## src/rsse_pkg.sv

```systemverilog
package rsse_pkg;

    // Operation select codes presented by the decode stage
    typedef enum logic [4:0] {
        RSSE_OP_NONE,
        RSSE_OP_EXIT_LOAD_IMM,
        RSSE_OP_IRQ_EXIT,
        RSSE_OP_ROTL,
        RSSE_OP_ROTL_W,
        RSSE_OP_ROTLC,
        RSSE_OP_ROTLC_W,
        RSSE_OP_ROTR,
        RSSE_OP_ROTR_W,
        RSSE_OP_ROTRC,
        RSSE_OP_ROTRC_W,
        RSSE_OP_SBC,
        RSSE_OP_SBC_MEM,
        RSSE_OP_SUB,
        RSSE_OP_SUB_IMM,
        RSSE_OP_SUB_MEM,
        RSSE_OP_DSZ,
        RSSE_OP_DSZ_W,
        RSSE_OP_ISZ,
        RSSE_OP_ISZ_W,
        RSSE_OP_SKIP_BIT,
        RSSE_OP_SET_BYTE,
        RSSE_OP_SET_BIT
    } rsse_op_t;

    localparam int          RSSE_DATA_W      = 8;
    localparam int          RSSE_MSB         = 7;
    localparam logic [7:0]  RSSE_ALL_ONES    = 8'hff;
    localparam logic [7:0]  RSSE_ONE         = 8'h01;
    localparam logic [7:0]  RSSE_W_RST       = 8'h00;
    localparam logic [3:0]  RSSE_FLAGS_RST   = 4'h0;
    localparam logic [7:0]  RSSE_PC_LOW_RST  = 8'h00;
    localparam logic        RSSE_IRQ_EN_RST  = 1'b0;

    // Flag vector bit positions
    localparam int          RSSE_FLAG_C      = 0;
    localparam int          RSSE_FLAG_HC     = 1;
    localparam int          RSSE_FLAG_Z      = 2;
    localparam int          RSSE_FLAG_OV     = 3;

endpackage

```

## src/rsse_exec.sv

```systemverilog
`timescale 1ns/100ps
module rsse_exec (
    // Clock, reset, enable
    input  wire logic             sys_clk_i,
    input  wire logic             rst_i,
    input  wire logic             clk_en_i,
    // Decoded instruction
    input  wire logic             op_valid_i,
    input  wire rsse_pkg::rsse_op_t op_i,
    input  wire logic [7:0]       mem_rd_data_i,
    input  wire logic [7:0]       imm_i,
    input  wire logic [2:0]       bit_sel_i,
    input  wire logic             irq_pending_i,
    // Data memory write
    output logic                  mem_wr_o,
    output logic [7:0]            mem_wr_data_o,
    // Core state
    output logic [7:0]            working_register_o,
    output logic                  carry_o,
    output logic                  half_carry_o,
    output logic                  zero_o,
    output logic                  signed_wrap_flag_o,
    output logic                  master_irq_enable_o,
    // Flow control
    output logic                  stack_pop_o,
    output logic                  skip_o,
    output logic                  busy_o,
    output logic                  irq_take_o
);

    ////////////////////////////////////////////////////////////////////////////
    // State

    typedef enum logic [1:0] {
        RSSE_ST_RUN,
        RSSE_ST_DUMMY
    } rsse_state_t;

    typedef struct packed {
        rsse_state_t  st;
        logic [7:0]   w;
        logic [3:0]   flags;
        logic         irq_en;
        // Registered pulses and data for the memory, stack, skip and interrupt ports
        logic         mem_wr;
        logic [7:0]   mem_data;
        logic         pop;
        logic         skip;
        logic         irq_take;
    } rsse_regs_t;

    // q is the registered state, d its next value
    rsse_regs_t q;
    rsse_regs_t d;

    // One-hot bit mask, shared by the bit test and bit set paths
    function automatic logic [7:0] rsse_bit_mask(input logic [2:0] sel);
        rsse_bit_mask = rsse_pkg::RSSE_ONE << sel;
    endfunction

    // Borrow forms feed the old carry into the subtractor
    function automatic logic rsse_uses_borrow(input rsse_pkg::rsse_op_t op);
        rsse_uses_borrow = (op == rsse_pkg::RSSE_OP_SBC) || (op == rsse_pkg::RSSE_OP_SBC_MEM);
    endfunction

    // Memory-destination subtract forms write back instead of loading W
    function automatic logic rsse_sub_to_mem(input rsse_pkg::rsse_op_t op);
        rsse_sub_to_mem = (op == rsse_pkg::RSSE_OP_SBC_MEM) || (op == rsse_pkg::RSSE_OP_SUB_MEM);
    endfunction

    // Zero test shared by the zero flag and every counting skip
    function automatic logic rsse_is_zero(input logic [7:0] v);
        rsse_is_zero = (v == 8'h00);
    endfunction

    ////////////////////////////////////////////////////////////////////////////
    // Subtractor shared by every subtract form

    logic [7:0] sub_rhs;
    logic       sub_cin;
    logic [8:0] sub_full;
    logic [4:0] sub_low;
    logic [7:0] sub_res;
    logic       sub_ov;

    // Subtraction as W + ~rhs + cin: carry out high means no borrow
    always_comb begin
        sub_rhs  = (op_i == rsse_pkg::RSSE_OP_SUB_IMM) ? imm_i : mem_rd_data_i;
        sub_cin  = rsse_uses_borrow(op_i) ? q.flags[rsse_pkg::RSSE_FLAG_C] : 1'b1;
        sub_full = {1'b0, q.w} + {1'b0, ~sub_rhs} + {8'h00, sub_cin};
        // Half carry is the carry out of the low nibble of the same sum
        sub_low  = {1'b0, q.w[3:0]} + {1'b0, ~sub_rhs[3:0]} + {4'h0, sub_cin};
        sub_res  = sub_full[7:0];
        // Signed wrap: operands of unlike sign and a result whose sign left W's
        sub_ov   = (q.w[7] != sub_rhs[7]) && (sub_res[7] != q.w[7]);
    end

    ////////////////////////////////////////////////////////////////////////////
    // Rotators and counters on the memory operand

    logic [7:0] opnd;
    logic       c_old;
    logic [7:0] rot_l;
    logic [7:0] rot_lc;
    logic [7:0] rot_r;
    logic [7:0] rot_rc;
    logic [7:0] dec_v;
    logic [7:0] inc_v;
    logic       take;

    // Every rotate and count reads memory; W-destination forms only redirect the result
    assign opnd  = mem_rd_data_i;
    assign c_old = q.flags[rsse_pkg::RSSE_FLAG_C];

    // Inner bits move up one place for both left rotates
    for (genvar i = 1; i < rsse_pkg::RSSE_DATA_W; i++) begin : g_rot_up
        assign rot_l[i]  = opnd[i-1];
        assign rot_lc[i] = opnd[i-1];
    end

    // Inner bits move down one place for both right rotates
    for (genvar i = 0; i < rsse_pkg::RSSE_MSB; i++) begin : g_rot_dn
        assign rot_r[i]  = opnd[i+1];
        assign rot_rc[i] = opnd[i+1];
    end

    // End bits: plain rotates wrap, carry forms take the carry held before this op
    assign rot_l[0]                   = opnd[rsse_pkg::RSSE_MSB];
    assign rot_lc[0]                  = c_old;
    assign rot_r[rsse_pkg::RSSE_MSB]  = opnd[0];
    assign rot_rc[rsse_pkg::RSSE_MSB] = c_old;

    // Counters wrap modulo 256, so FF plus one and 01 minus one both land on zero
    assign dec_v = opnd - rsse_pkg::RSSE_ONE;
    assign inc_v = opnd + rsse_pkg::RSSE_ONE;

    // An op is only taken in the run state; during the dummy slot it is dropped
    assign take  = op_valid_i && (q.st == RSSE_ST_RUN);

    ////////////////////////////////////////////////////////////////////////////
    // Next state

    always_comb begin
        d          = q;
        // Pulses last one cycle unless an op raises them again
        d.mem_wr   = 1'b0;
        d.pop      = 1'b0;
        d.skip     = 1'b0;
        d.irq_take = 1'b0;
        // Run state decodes one op; the dummy slot comes only after a taken skip
        case (q.st)
            // Dummy slot while the skipped instruction is discarded
            RSSE_ST_DUMMY: begin
                d.st = RSSE_ST_RUN;
            end
            RSSE_ST_RUN: begin
                if (take) begin
                    // Single-cycle data operations unless a skip is taken
                    case (op_i)
                        // Return with a constant for the caller
                        rsse_pkg::RSSE_OP_EXIT_LOAD_IMM: begin
                            d.pop = 1'b1;
                            d.w   = imm_i;
                        end
                        // Fetch stage vectors to a pending request before resuming
                        rsse_pkg::RSSE_OP_IRQ_EXIT: begin
                            d.pop      = 1'b1;
                            d.irq_en   = 1'b1;
                            d.irq_take = irq_pending_i;
                        end
                        // Plain left rotate back to memory
                        rsse_pkg::RSSE_OP_ROTL: begin
                            d.mem_wr   = 1'b1;
                            d.mem_data = rot_l;
                        end
                        // Plain left rotate into W, memory kept
                        rsse_pkg::RSSE_OP_ROTL_W: begin
                            d.w = rot_l;
                        end
                        // Left through carry back to memory
                        rsse_pkg::RSSE_OP_ROTLC: begin
                            d.mem_wr   = 1'b1;
                            d.mem_data = rot_lc;
                            d.flags[rsse_pkg::RSSE_FLAG_C] = opnd[7];
                        end
                        // Left through carry into W
                        rsse_pkg::RSSE_OP_ROTLC_W: begin
                            d.w = rot_lc;
                            d.flags[rsse_pkg::RSSE_FLAG_C] = opnd[7];
                        end
                        // Plain right rotate back to memory
                        rsse_pkg::RSSE_OP_ROTR: begin
                            d.mem_wr   = 1'b1;
                            d.mem_data = rot_r;
                        end
                        // Plain right rotate into W, memory kept
                        rsse_pkg::RSSE_OP_ROTR_W: begin
                            d.w = rot_r;
                        end
                        // Right through carry back to memory
                        rsse_pkg::RSSE_OP_ROTRC: begin
                            d.mem_wr   = 1'b1;
                            d.mem_data = rot_rc;
                            d.flags[rsse_pkg::RSSE_FLAG_C] = opnd[0];
                        end
                        // Right through carry into W
                        rsse_pkg::RSSE_OP_ROTRC_W: begin
                            d.w = rot_rc;
                            d.flags[rsse_pkg::RSSE_FLAG_C] = opnd[0];
                        end
                        // Every subtract form shares one adder and one flag update
                        rsse_pkg::RSSE_OP_SBC,
                        rsse_pkg::RSSE_OP_SUB,
                        rsse_pkg::RSSE_OP_SUB_IMM,
                        rsse_pkg::RSSE_OP_SBC_MEM,
                        rsse_pkg::RSSE_OP_SUB_MEM: begin
                            if (rsse_sub_to_mem(op_i)) begin
                                d.mem_wr   = 1'b1;
                                d.mem_data = sub_res;
                            end else begin
                                d.w = sub_res;
                            end
                            // Flags follow the same rule whether the result goes to W or memory
                            d.flags[rsse_pkg::RSSE_FLAG_C]  = sub_full[8];
                            d.flags[rsse_pkg::RSSE_FLAG_HC] = sub_low[4];
                            d.flags[rsse_pkg::RSSE_FLAG_Z]  = rsse_is_zero(sub_res);
                            d.flags[rsse_pkg::RSSE_FLAG_OV] = sub_ov;
                        end
                        // Count down in memory, skip on zero
                        rsse_pkg::RSSE_OP_DSZ: begin
                            d.mem_wr   = 1'b1;
                            d.mem_data = dec_v;
                            d.skip     = rsse_is_zero(dec_v);
                        end
                        // Count up in memory, skip on zero
                        rsse_pkg::RSSE_OP_ISZ: begin
                            d.mem_wr   = 1'b1;
                            d.mem_data = inc_v;
                            d.skip     = rsse_is_zero(inc_v);
                        end
                        // Count down into W, memory kept
                        rsse_pkg::RSSE_OP_DSZ_W: begin
                            d.w    = dec_v;
                            d.skip = rsse_is_zero(dec_v);
                        end
                        // Count up into W, memory kept
                        rsse_pkg::RSSE_OP_ISZ_W: begin
                            d.w    = inc_v;
                            d.skip = rsse_is_zero(inc_v);
                        end
                        // Bit test only; nothing is written
                        rsse_pkg::RSSE_OP_SKIP_BIT: begin
                            d.skip = |(opnd & rsse_bit_mask(bit_sel_i));
                        end
                        // Whole byte to ones
                        rsse_pkg::RSSE_OP_SET_BYTE: begin
                            d.mem_wr   = 1'b1;
                            d.mem_data = rsse_pkg::RSSE_ALL_ONES;
                        end
                        // Read-modify-write of one bit
                        rsse_pkg::RSSE_OP_SET_BIT: begin
                            d.mem_wr   = 1'b1;
                            d.mem_data = opnd | rsse_bit_mask(bit_sel_i);
                        end
                        // No-op and unused codes change nothing
                        default: begin
                        end
                    endcase
                    // A taken skip costs a second, dummy cycle
                    if (d.skip) begin
                        d.st = RSSE_ST_DUMMY;
                    end
                end
            end
            default: begin
                d.st = RSSE_ST_RUN;
            end
        endcase
    end

    ////////////////////////////////////////////////////////////////////////////
    // Registers; clock enable low freezes everything

    always_ff @(posedge sys_clk_i) begin
        // Reset wins over the enable so it works with the clock held off
        if (rst_i) begin
            q.st       <= RSSE_ST_RUN;
            q.w        <= rsse_pkg::RSSE_W_RST;
            q.flags    <= rsse_pkg::RSSE_FLAGS_RST;
            q.irq_en   <= rsse_pkg::RSSE_IRQ_EN_RST;
            q.mem_wr   <= 1'b0;
            q.mem_data <= rsse_pkg::RSSE_W_RST;
            q.pop      <= 1'b0;
            q.skip     <= 1'b0;
            q.irq_take <= 1'b0;
        end else if (clk_en_i) begin
            // Whole state moves together so no field can lag another
            q <= d;
        end
    end

    ////////////////////////////////////////////////////////////////////////////
    // Outputs

    // Memory write port
    assign mem_wr_o            = q.mem_wr;
    assign mem_wr_data_o       = q.mem_data;
    // Core state
    assign working_register_o  = q.w;
    assign carry_o             = q.flags[rsse_pkg::RSSE_FLAG_C];
    assign half_carry_o        = q.flags[rsse_pkg::RSSE_FLAG_HC];
    assign zero_o              = q.flags[rsse_pkg::RSSE_FLAG_Z];
    assign signed_wrap_flag_o  = q.flags[rsse_pkg::RSSE_FLAG_OV];
    assign master_irq_enable_o = q.irq_en;
    // Flow pulses
    assign stack_pop_o         = q.pop;
    assign skip_o              = q.skip;
    assign irq_take_o          = q.irq_take;
    // Decode must hold off while the dummy slot runs
    assign busy_o              = (q.st == RSSE_ST_DUMMY);

endmodule

```

## config.mk

```make
export PLATFORM = sky130hd
export DESIGN_NAME = rsse_exec
export DESIGN_NICKNAME = d
export VERILOG_FILES = /design/src/rsse_pkg.sv /design/src/rsse_exec.sv
export SDC_FILE = /design/constraint.sdc
export NUM_CORES = 1
export LEC_CHECK = 0
export ABC_CLOCK_PERIOD_IN_PS = 3600
export BUFFER_PORTS_ARGS = -buffer_cell sky130_fd_sc_hd__buf_2
export CORE_ASPECT_RATIO = 2
export CORE_MARGIN = 3
export CORE_UTILIZATION = 57
export DETAILED_ROUTE_END_ITERATION = 8
export GPL_TIMING_DRIVEN = 0
export PLACE_DENSITY = 0.78
export SYNTH_ARGS = -nofsm -noshare
export SYNTH_HDL_FRONTEND = slang
export SYNTH_SLANG_ARGS = --single-unit
```

## constraint.sdc

```tcl
create_clock -name sys_clk_i -period 3.6 [get_ports sys_clk_i]
set_input_delay 0.18 -clock sys_clk_i [delete_from_list [all_inputs] [get_ports sys_clk_i]]
set_output_delay 0.18 -clock sys_clk_i [all_outputs]
set_load 0.01 [all_outputs]
```

==> impl_results.md, run 1 <==
* Clock transition at the registers of the reported paths at 90 ps
* Initial DRC Count at 220
* Maximum VDD drop at 281.0 uV
* Number of global-route vias before repair at 3419
* Post-placement cell area at 3397 um2
* Cell area after synthesis at 3079 um2
* Initial Utilization at 59.39%
* Setup-failing EPs final at 0
* Seq/Total Area, Yosys at 16.90%
* #FFs+latches synth at 26
* Static Leak at 1.428 nW
* Seq pwr share at 36.9%
* Cell Int Power at 0.5205 mW
* Final Cycle Share at 93.54%
* Share of layout cells above drive strength 1 at 20.39%
* Area Overhead vs Synth at 12.72%
* Row cnt at 37
* Switching power total at 0.3016 mW
* MaxCap Viol Count at 0
* Worst Path Required at 3750 ps
* Ys async rst share at 0%
* Crit end category: flop
* Slew Limit Fails at 0
* Buffers on Ports at 49
* Final #Nets at 508
* Core ar. at 5185 um2
* Fmax at 0.2970 GHz
* Die Y-Extent at 109.9 um
* Clk_lat worst skew at 280 ps
* Die width at 57.97 um
* Clock share of power at 23.2%
* Detail Route Antenna Nets at 0
* Critical path buffer and inverter count at 2
* Via Count at 3521
* Final Skew at 8.942 ps
* GP Congestion at 1.052
* RSZ-0062 raised after global routing: no
* CTS max path bufs at 2
* Relative slew slack at 17.76%
* First-pass GRT wire length at 16.91 mm
* Critical-path top delay cell: a311oi_1
* CP arrival at 3520 ps
* Crit-path cells: buf_2, buf_2, nor2b_4, nand3_4, mux2_2, fa_1, nand2b_1, a21o_1, a311oi_1, nor2_1, a2111oi_0, o41ai_1
* Worst Setup Path Type: input pin to flop
* Distinct cell type count after synthesis at 70
* Clock sink total at 26
* Resize count post-CTS at 2
* Largest net degree at the start of global routing at 15
* Avg Cell Area, Syn at 7.438 um2
* EDFF count, synth at 0
* I/O pin cnt at 55
* Via/cell ratio at 6.719
* CP Launch Type: input pin
* Worst slew pin tran at 1230 ps
* Crit path max fanout at 10
* Fin area at 3471 um2
* Root buffer cell: clkbuf_8
* Detailed Routing Iterations Pass 1 at 5
* Overall Power at 0.8221 mW
* Period minus WS final at 3367 ps
* Hold Path Class: input pin to flop
* Final hold viol count at 0
* Syn Nets at 455
* Comb power frac at 39.9%
* Worst path top cell family by delay: compound AO/OA/AOI/OAI gates
* Number of diodes at 0
* PwrDens at 236.9 nW/um2
* Overflow after GRT at 0
* Status: complete, no violations
* Avg WL per Cell at 20.24 um
* GRT Util Overall at 34.21%
* DRC at 0
* Number of CTS-inserted buffers at 3
* Switch share at 36.68%
* CP max stage delay at 630 ps
* Syn Inst Count at 414
* Post-CTS setup buffer count at 0
* CTS tree: built
* Initial antenna violation count at 0
* Yosys Warn Count at 0
* Total routed wirelength at 10.61 mm
* Cts hold-fix bufs at 0
* Htree depth at 1
* Setup TNS at 0 ps
* Synth Flop Type: dfxtp_1
* Post-DP HPWL at 8.504 mm
* Die area at 6373 um2
* Most numerous cell on the critical path: buf_2
-- cell usage after synthesis, drive strengths merged, types with 10 or more instances --
cell type,instances,area (um2)
dfxtp,26,520.5
inv,11,41.29
xor2,11,96.34
nand2,25,93.84
o21ai,19,95.09
ha,10,125.1
nor2,46,172.7
buf,28,183.9
clkbuf,19,71.32
a211oi,10,75.07
mux2i,14,140.1
nor2b,13,81.33
a21oi,22,110.1
-- cells by family (layout without fill, tap and decap cells) --
kind of cell / after synthesis / in the layout / share of synthesized area [%]
simple gates: 155 / 155 / 26.94
compound gates: 129 / 129 / 30.76
buf+inv: 58 / 110 / 9.630
flops: 26 / 26 / 16.90
xor+xnor: 18 / 18 / 5.120
mux: 16 / 16 / 5.282
fa+ha+maj: 12 / 12 / 5.364
-- power groups by stage --
stage	clock, mW	sequential [mW]	combinational (mW)
after floorplan	0	0.309	0.222
after global placement	0	0.310	0.313
after detailed placement	0	0.310	0.317
after CTS	0.192	0.304	0.319
after global routing	0.202	0.305	0.356
final	0.191	0.303	0.328
-- path summary, 6_finish.rpt --
kind	start	endpoint	slack [ps]	cells past startpoint
worst min register to register	signed_wrap_flag_o$_SDFFE_PP0P_	signed_wrap_flag_o$_SDFFE_PP0P_	460	2
worst max-delay path	op_i[1]	working_register_o[5]$_SDFFE_PP0P_	230	12
worst max register to register	carry_o$_SDFFE_PP0P_	working_register_o[4]$_SDFFE_PP0P_	690	10
worst min-delay path	irq_pending_i	irq_take_o$_SDFFE_PP0P_	170	3
-- layer usage --
metal  vias up  track usage, %  routed length [um]
li1       1653               -                   -
met1      1630           37.68                3890
met2       179           60.03                5320
met3        59           2.350                 617
met4         0           24.54                 779
met5         -               0                   0
-- tightest hold or removal path, stage by stage --
cell     delay (ps)
buf_2            80
a32oi_1          80
nor2_1           70
-- layout make-up --
type | instances | area, um2
Buffer | 46 | 251.5
Sequential cell | 26 | 520.5
Fill cell | 503 | 1714
Inverter | 11 | 41.29
Timing Repair Buffer | 49 | 245.2
Tap cell | 58 | 72.57
Clock buffer | 4 | 55.05
Multi-Input combinational cell | 330 | 2285
-- through the flow --
| step | setup WS, ps | utilization (%) | hold slack (ps) | cells |
|---|---|---|---|---|
| global placement | -580.3 | 65.52 | 431.6 | 521 |
| finish | 232.5 | 66.94 | 174.0 | 524 |
| detailed placement | -579.5 | 65.52 | 446.9 | 521 |
| global route | 28.30 | 66.94 | 209.5 | 524 |
| CTS | 62.48 | 66.72 | 168.4 | 525 |
| floorplan | 241.9 | - | 349.3 | 414 |
-- placed cells by master (no fill, tap or decap), types with 5 or more instances in the layout --
cell type,instances
nor2b_1,12
nand3b_1,5
nand3_1,7
o221ai_1,5
o21ai_0,16
ha_1,10
a21oi_1,22
dfxtp_1,26
nand4_1,5
nand2_1,25
nor4_1,5
a211oi_1,10
a22oi_1,6
o22ai_1,7
a31oi_1,7
a311oi_1,6
or3_1,6
a221oi_1,6
clkbuf_1,18
mux2i_1,14
inv_1,11
buf_4,16
nand2b_1,8
xor2_1,11
nor2_1,45
nor3_1,7
buf_2,58
xnor2_1,7
No activity file was read; power rests on OpenSTA's default activity.
==> inputs of run 2 (changes only) <==
--- a/config.mk
+++ b/config.mk
@@ -7,12 +7,14 @@
 export LEC_CHECK = 0
 export ABC_CLOCK_PERIOD_IN_PS = 3600
 export BUFFER_PORTS_ARGS = -buffer_cell sky130_fd_sc_hd__buf_2
+export CAP_MARGIN = 20
 export CORE_ASPECT_RATIO = 2
 export CORE_MARGIN = 3
 export CORE_UTILIZATION = 57
 export DETAILED_ROUTE_END_ITERATION = 8
 export GPL_TIMING_DRIVEN = 0
-export PLACE_DENSITY = 0.78
+export PLACE_DENSITY = 0.81
+export SLEW_MARGIN = 25
 export SYNTH_ARGS = -nofsm -noshare
 export SYNTH_HDL_FRONTEND = slang
 export SYNTH_SLANG_ARGS = --single-unit
==> run 2 against run 1 <==
  * Clock skew decreased by 4.6 ps
  * Register-to-register slack got worse by 70 ps
  * Critical endpoint is now working_register_o[6]$_SDFFE_PP0P_
  * Sequential cell count unchanged
  * Utilization increased by 0.68 points
  * Via count increased by 0.11%
  * Die area unchanged
  * Count of clock-buffer cells in the layout decreased by 1
  * Critical path type unchanged
  * Cell area increased by 1.0%
  * Sequential power about the same
  * Hold slack got worse by 20 ps
==> impl_results.md, run 2 (synthesized netlist as in run 1, its figures left out) <==
* CTS max path bufs at 2
* DP Cell Count at 521
* Post-CTS setup buffer count at 0
* Hold Path End: irq_take_o$_SDFFE_PP0P_
* M2 GR Usage at 62.22%
* Number of global-route vias before repair at 3459
* Buffers on Ports at 49
* GR peak layer: met2
* Seq pwr share at 33.9%
* Comb power frac at 37.6%
* Cells on Worst Hold Path at 3
* Htree depth at 1
* RSZ-0062 raised after global routing: no
* Overall Power at 0.8946 mW
* Hold Path Class: input pin to flop
* Initial Utilization at 59.39%
* Clk_lat worst skew at 290 ps
* Die width at 57.97 um
* Crit path max fanout at 10
* Number of CTS-inserted buffers at 3
* Switching power total at 0.3203 mW
* Die area at 6373 um2
* Avg WL per Cell at 20.81 um
* First-pass GRT wire length at 17.28 mm
* CTS tree: built
* Switch share at 35.81%
* Via/cell ratio at 6.727
* Row cnt at 37
* Cts hold-fix bufs at 0
* Via Count at 3525
* Final Skew at 4.367 ps
* Worst slew pin tran at 759.8 ps
* Area Overhead vs Synth at 13.86%
* Met1 usage at 38.86%
* Fin cells at 524
* Fmax at 0.2905 GHz
* FF-to-FF End: working_register_o[6]$_SDFFE_PP0P_
* Period minus WS final at 3442 ps
* Most common cell after layout, fill and taps aside: buf_2
* Setup-failing EPs final at 0
* Resize count post-CTS at 3
* CP arrival at 3640 ps
* Initial DRC Count at 249
* Critical R2R Launch: carry_o$_SDFFE_PP0P_
* MaxCap Viol Count at 0
* Final Cycle Share at 95.61%
* Flop-to-flop setup slack at 620 ps
* Number of diodes at 0
* DRC at 0
* Static Leak at 1.443 nW
* Final #Nets at 508
* Core ar. at 5185 um2
* Detailed Routing Iterations Pass 1 at 5
* Final design utilization at 67.62%
* Maximum VDD drop at 315.8 uV
* Detail Route Antenna Nets at 0
* Die Y-Extent at 109.9 um
* Crit end category: flop
* CP Launch Type: input pin
* Root buffer cell: clkbuf_8
* Clock sink total at 26
* Post-DP HPWL at 8.661 mm
* Largest net degree at the start of global routing at 16
* Met3 Use GR at 2.350%
* Setup TNS at 0 ps
* Share of layout cells above drive strength 1 at 20.82%
* Clock share of power at 28.5%
* Final hold viol count at 0
* Worst Setup Path Type: input pin to flop
* Status: complete, no violations
* PwrDens at 255.2 nW/um2
* I/O pin cnt at 55
* Total routed wirelength at 10.91 mm
* Most frequent cells in the layout: 58 x buf_2, 46 x nor2_1, 26 x dfxtp_1, 25 x nand2_1, 22 x a21oi_1
* GP Congestion at 0.9940
* Cell Int Power at 0.5743 mW
* GRT Util Overall at 35.13%
* Initial antenna violation count at 0
* Relative slew slack at 49.24%
* Slew Limit Fails at 0
* Worst Path Required at 3800 ps
* R2R depth at 10
* Overflow after GRT at 0
* Hold Crit Start: irq_pending_i
* Clock transition at the registers of the reported paths at 100 ps
run 2: metrics by stage:
| step | worst slack [ps] | hold WS, ps | cell area (um2) |
|---|---|---|---|
| after floorplan | 241.9 | 349.3 | 3079 |
| after global placement | -663.8 | 434.6 | 3397 |
| after detailed placement | -742.2 | 441.3 | 3405 |
| after CTS | 27.50 | 155.8 | 3490 |
| after global routing | 35.76 | 208.7 | 3506 |
| final | 158.0 | 153.8 | 3506 |
run 2: area by class of cell:
class	count	area (um2)
buffer	46	251.5
clock buffer	3	41.29
inverter	11	41.29
sequential	26	520.5
tap	58	72.57
clock inverter	1	30.03
multi-input combinational	330	2303
timing repair buffer	49	245.2
fill	478	1679
run 2: worst max-delay path by stage:
stage          startpoint                                 end  slack [ps]
2_1_floorplan     op_i[1]                 zero_o$_SDFFE_PP0P_         240
3_3_place_gp      op_i[1]  working_register_o[5]$_SDFFE_PP0P_        -660
3_5_place_dp      op_i[1]  working_register_o[5]$_SDFFE_PP0P_        -740
4_1_cts           op_i[1]  working_register_o[4]$_SDFFE_PP0P_          30
5_1_grt           op_i[1]                 zero_o$_SDFFE_PP0P_          40
6_report          op_i[1]  working_register_o[6]$_SDFFE_PP0P_         160
run 2: layer usage:
layer	wire [um]	vias up	part of all wire [%]
met3	652	52	6.0
li1	-	1658	-
met4	734	0	6.7
met1	3954	1621	36
met2	5565	194	51
met5	0	-	0
run 2: critical path: stages:
cell and delay (ps):
buf_2 140, buf_2 190, buf_2 220, nor2_1 350
a21oi_1 130, nor3_1 240, fa_1 280, inv_1 70
fa_1 400, a211oi_1 370, o31ai_1 120, a21oi_1 230
xnor2_1 260, o221ai_1 230, a32o_1 240
run 2: power groups by stage:
stage	combinational (mW)	sequential [mW]	clock, mW
after floorplan	0.222	0.309	0
after global placement	0.316	0.310	0
after detailed placement	0.322	0.310	0
after CTS	0.326	0.303	0.253
after global routing	0.364	0.305	0.260
final	0.336	0.303	0.255
==> inputs of run 3 (changes only) <==
--- a/config.mk
+++ b/config.mk
@@ -10,10 +10,9 @@
 export CAP_MARGIN = 20
 export CORE_ASPECT_RATIO = 2
 export CORE_MARGIN = 3
-export CORE_UTILIZATION = 57
+export CORE_UTILIZATION = 35
 export DETAILED_ROUTE_END_ITERATION = 8
 export GPL_TIMING_DRIVEN = 0
-export PLACE_DENSITY = 0.81
 export SLEW_MARGIN = 25
 export SYNTH_ARGS = -nofsm -noshare
 export SYNTH_HDL_FRONTEND = slang
==> run 3 against run 2 <==
  * First-iteration DRC count is 2.8% higher
  * Via count decreased by 2.4%
  * Non-clock buffer count is the same
  * Wire length increased by 4.7%
  * Worst setup slack improved by 44 ps
  * Register-to-register slack hardly changed
==> impl_results.md, run 3 (synthesized netlist as in run 1, its figures left out) <==
* CTS max path bufs at 2
* Status: complete, no violations
* Flop-to-flop setup slack at 620 ps
* Worst slew pin tran at 816.2 ps
* Fin cells at 564
* Post-DP HPWL at 9.300 mm
* Worst Setup EP: working_register_o[4]$_SDFFE_PP0P_
* Die width at 72.33 um
* Via/cell ratio at 6.101
* MaxCap Viol Count at 0
* DP Cell Count at 561
* Setup-failing EPs final at 0
* Fmax at 0.2943 GHz
* Critical path origin: op_i[1]
* Clock sink total at 26
* Overall Power at 0.9170 mW
* Clk_lat worst skew at 270 ps
* Fin area at 3576 um2
* Largest net degree at the start of global routing at 15
* Worst slack, placed at -700.6 ps
* CP Launch Type: input pin
* Initial antenna violation count at 0
* Period minus WS final at 3398 ps
* CTS tree: built
* Clock transition at the registers of the reported paths at 70 ps
* R2R depth at 10
* PwrDens at 256.4 nW/um2
* Crit end category: flop
* I/O pin cnt at 55
* Final design utilization at 42.52%
* Initial Utilization at 36.62%
* Crit path max fanout at 10
* Die Y-Extent at 138.6 um
* Final #Nets at 508
* RSZ-0062 raised after global routing: no
* Overflow after GRT at 0
* Cells on Worst Hold Path at 3
* Hold Path Class: input pin to flop
* Share of layout cells above drive strength 1 at 21.03%
* Worst Setup Path Type: input pin to flop
* Filler cell count at 905
* Number of diodes at 0
* Detailed Routing Iterations Pass 1 at 5
* FF-to-FF End: working_register_o[4]$_SDFFE_PP0P_
* Core ar. at 8409 um2
* Final Skew at 2.294 ps
* Buffers on Ports at 49
* Htree depth at 1
* Maximum VDD drop at 137.9 uV
* GRT Util Overall at 22.42%
* Final Cycle Share at 94.40%
* Number of global-route vias before repair at 3324
* Area Overhead vs Synth at 16.13%
* GP Congestion at 1.017
* First-pass GRT wire length at 17.61 mm
* Slew Limit Fails at 0
* Root buffer cell: clkbuf_16
* Total routed wirelength at 11.42 mm
* Final hold viol count at 0
* Most frequent cells in the layout: 58 x buf_2, 45 x nor2_1, 26 x dfxtp_1, 25 x nand2_1, 22 x a21oi_1
* Relative slew slack at 45.48%
* Initial DRC Count at 256
* Detail Route Antenna Nets at 0
* Row cnt at 47
* Avg WL per Cell at 20.26 um
* Setup TNS at 0 ps
* WHS at 182.3 ps
* Die area at 10030 um2
* Number of CTS-inserted buffers at 3
* DRC at 0
* Via Count at 3441
* Worst setup margin at 201.6 ps
* Critical R2R Launch: carry_o$_SDFFE_PP0P_
* Static Leak at 1.453 nW
* Post-placement cell area at 3455 um2
* Worst Path Required at 3790 ps
* CP arrival at 3590 ps
* Most common cell after layout, fill and taps aside: buf_2
run 3: cell types whose count changed in the layout (fill, tap and decap cells not counted), sizes merged:
cell and change:
clkbuf +1, bufinv -1
run 3: report_power, final:
group / switching (mW) / internal, mW
Sequential: 0.00674 / 0.297
Clock: 0.108 / 0.171
Combinational: 0.207 / 0.128
Total: 0.322 / 0.595
run 3: worst min path at each step:
stage / startpoint / end
4_1_cts: irq_pending_i / irq_take_o$_SDFFE_PP0P_
5_1_grt: irq_pending_i / irq_take_o$_SDFFE_PP0P_
2_1_floorplan: irq_pending_i / irq_take_o$_SDFFE_PP0P_
6_report: irq_pending_i / irq_take_o$_SDFFE_PP0P_
3_3_place_gp: signed_wrap_flag_o$_SDFFE_PP0P_ / signed_wrap_flag_o$_SDFFE_PP0P_
3_5_place_dp: signed_wrap_flag_o$_SDFFE_PP0P_ / signed_wrap_flag_o$_SDFFE_PP0P_
run 3: area by class of cell:
type                            count  area, um2  area share, %
Buffer                             46      251.5          7.033
Clock buffer                        4      88.84          2.484
Inverter                           11      41.29          1.155
Multi-Input combinational cell    330       2306          64.49
Sequential cell                    26      520.5          14.56
Tap cell                           98      122.6          3.429
Timing Repair Buffer               49      245.2          6.858
run 3: repair_timing:
item / in CTS / in global routing
endpoints found under the hold margin: 0 / 0
buffers inserted: 0 / 0
resized for setup: 3 / 4
hold buffers: 0 / 0
endpoints found under the setup margin: 11 / 6
run 3: worst max-delay path, stage by stage:
cell and delay (ps):
buf_2 150, buf_2 190, buf_2 220, nor2_2 270, a21oi_1 110, nor3_1 250
fa_1 260, inv_1 60, fa_1 410, a211oi_1 360, nor2_1 130, xnor2_1 340
a211oi_1 130, or3_1 380, a21oi_1 140
run 3: metal layers:
metal	up-vias	GRT usage [%]	part of all wire [%]
met5	-	0	0
met2	135	39.92	52
met1	1620	24.09	37
met4	0	15.66	7.0
met3	36	1.306	3.7
li1	1650	-	-
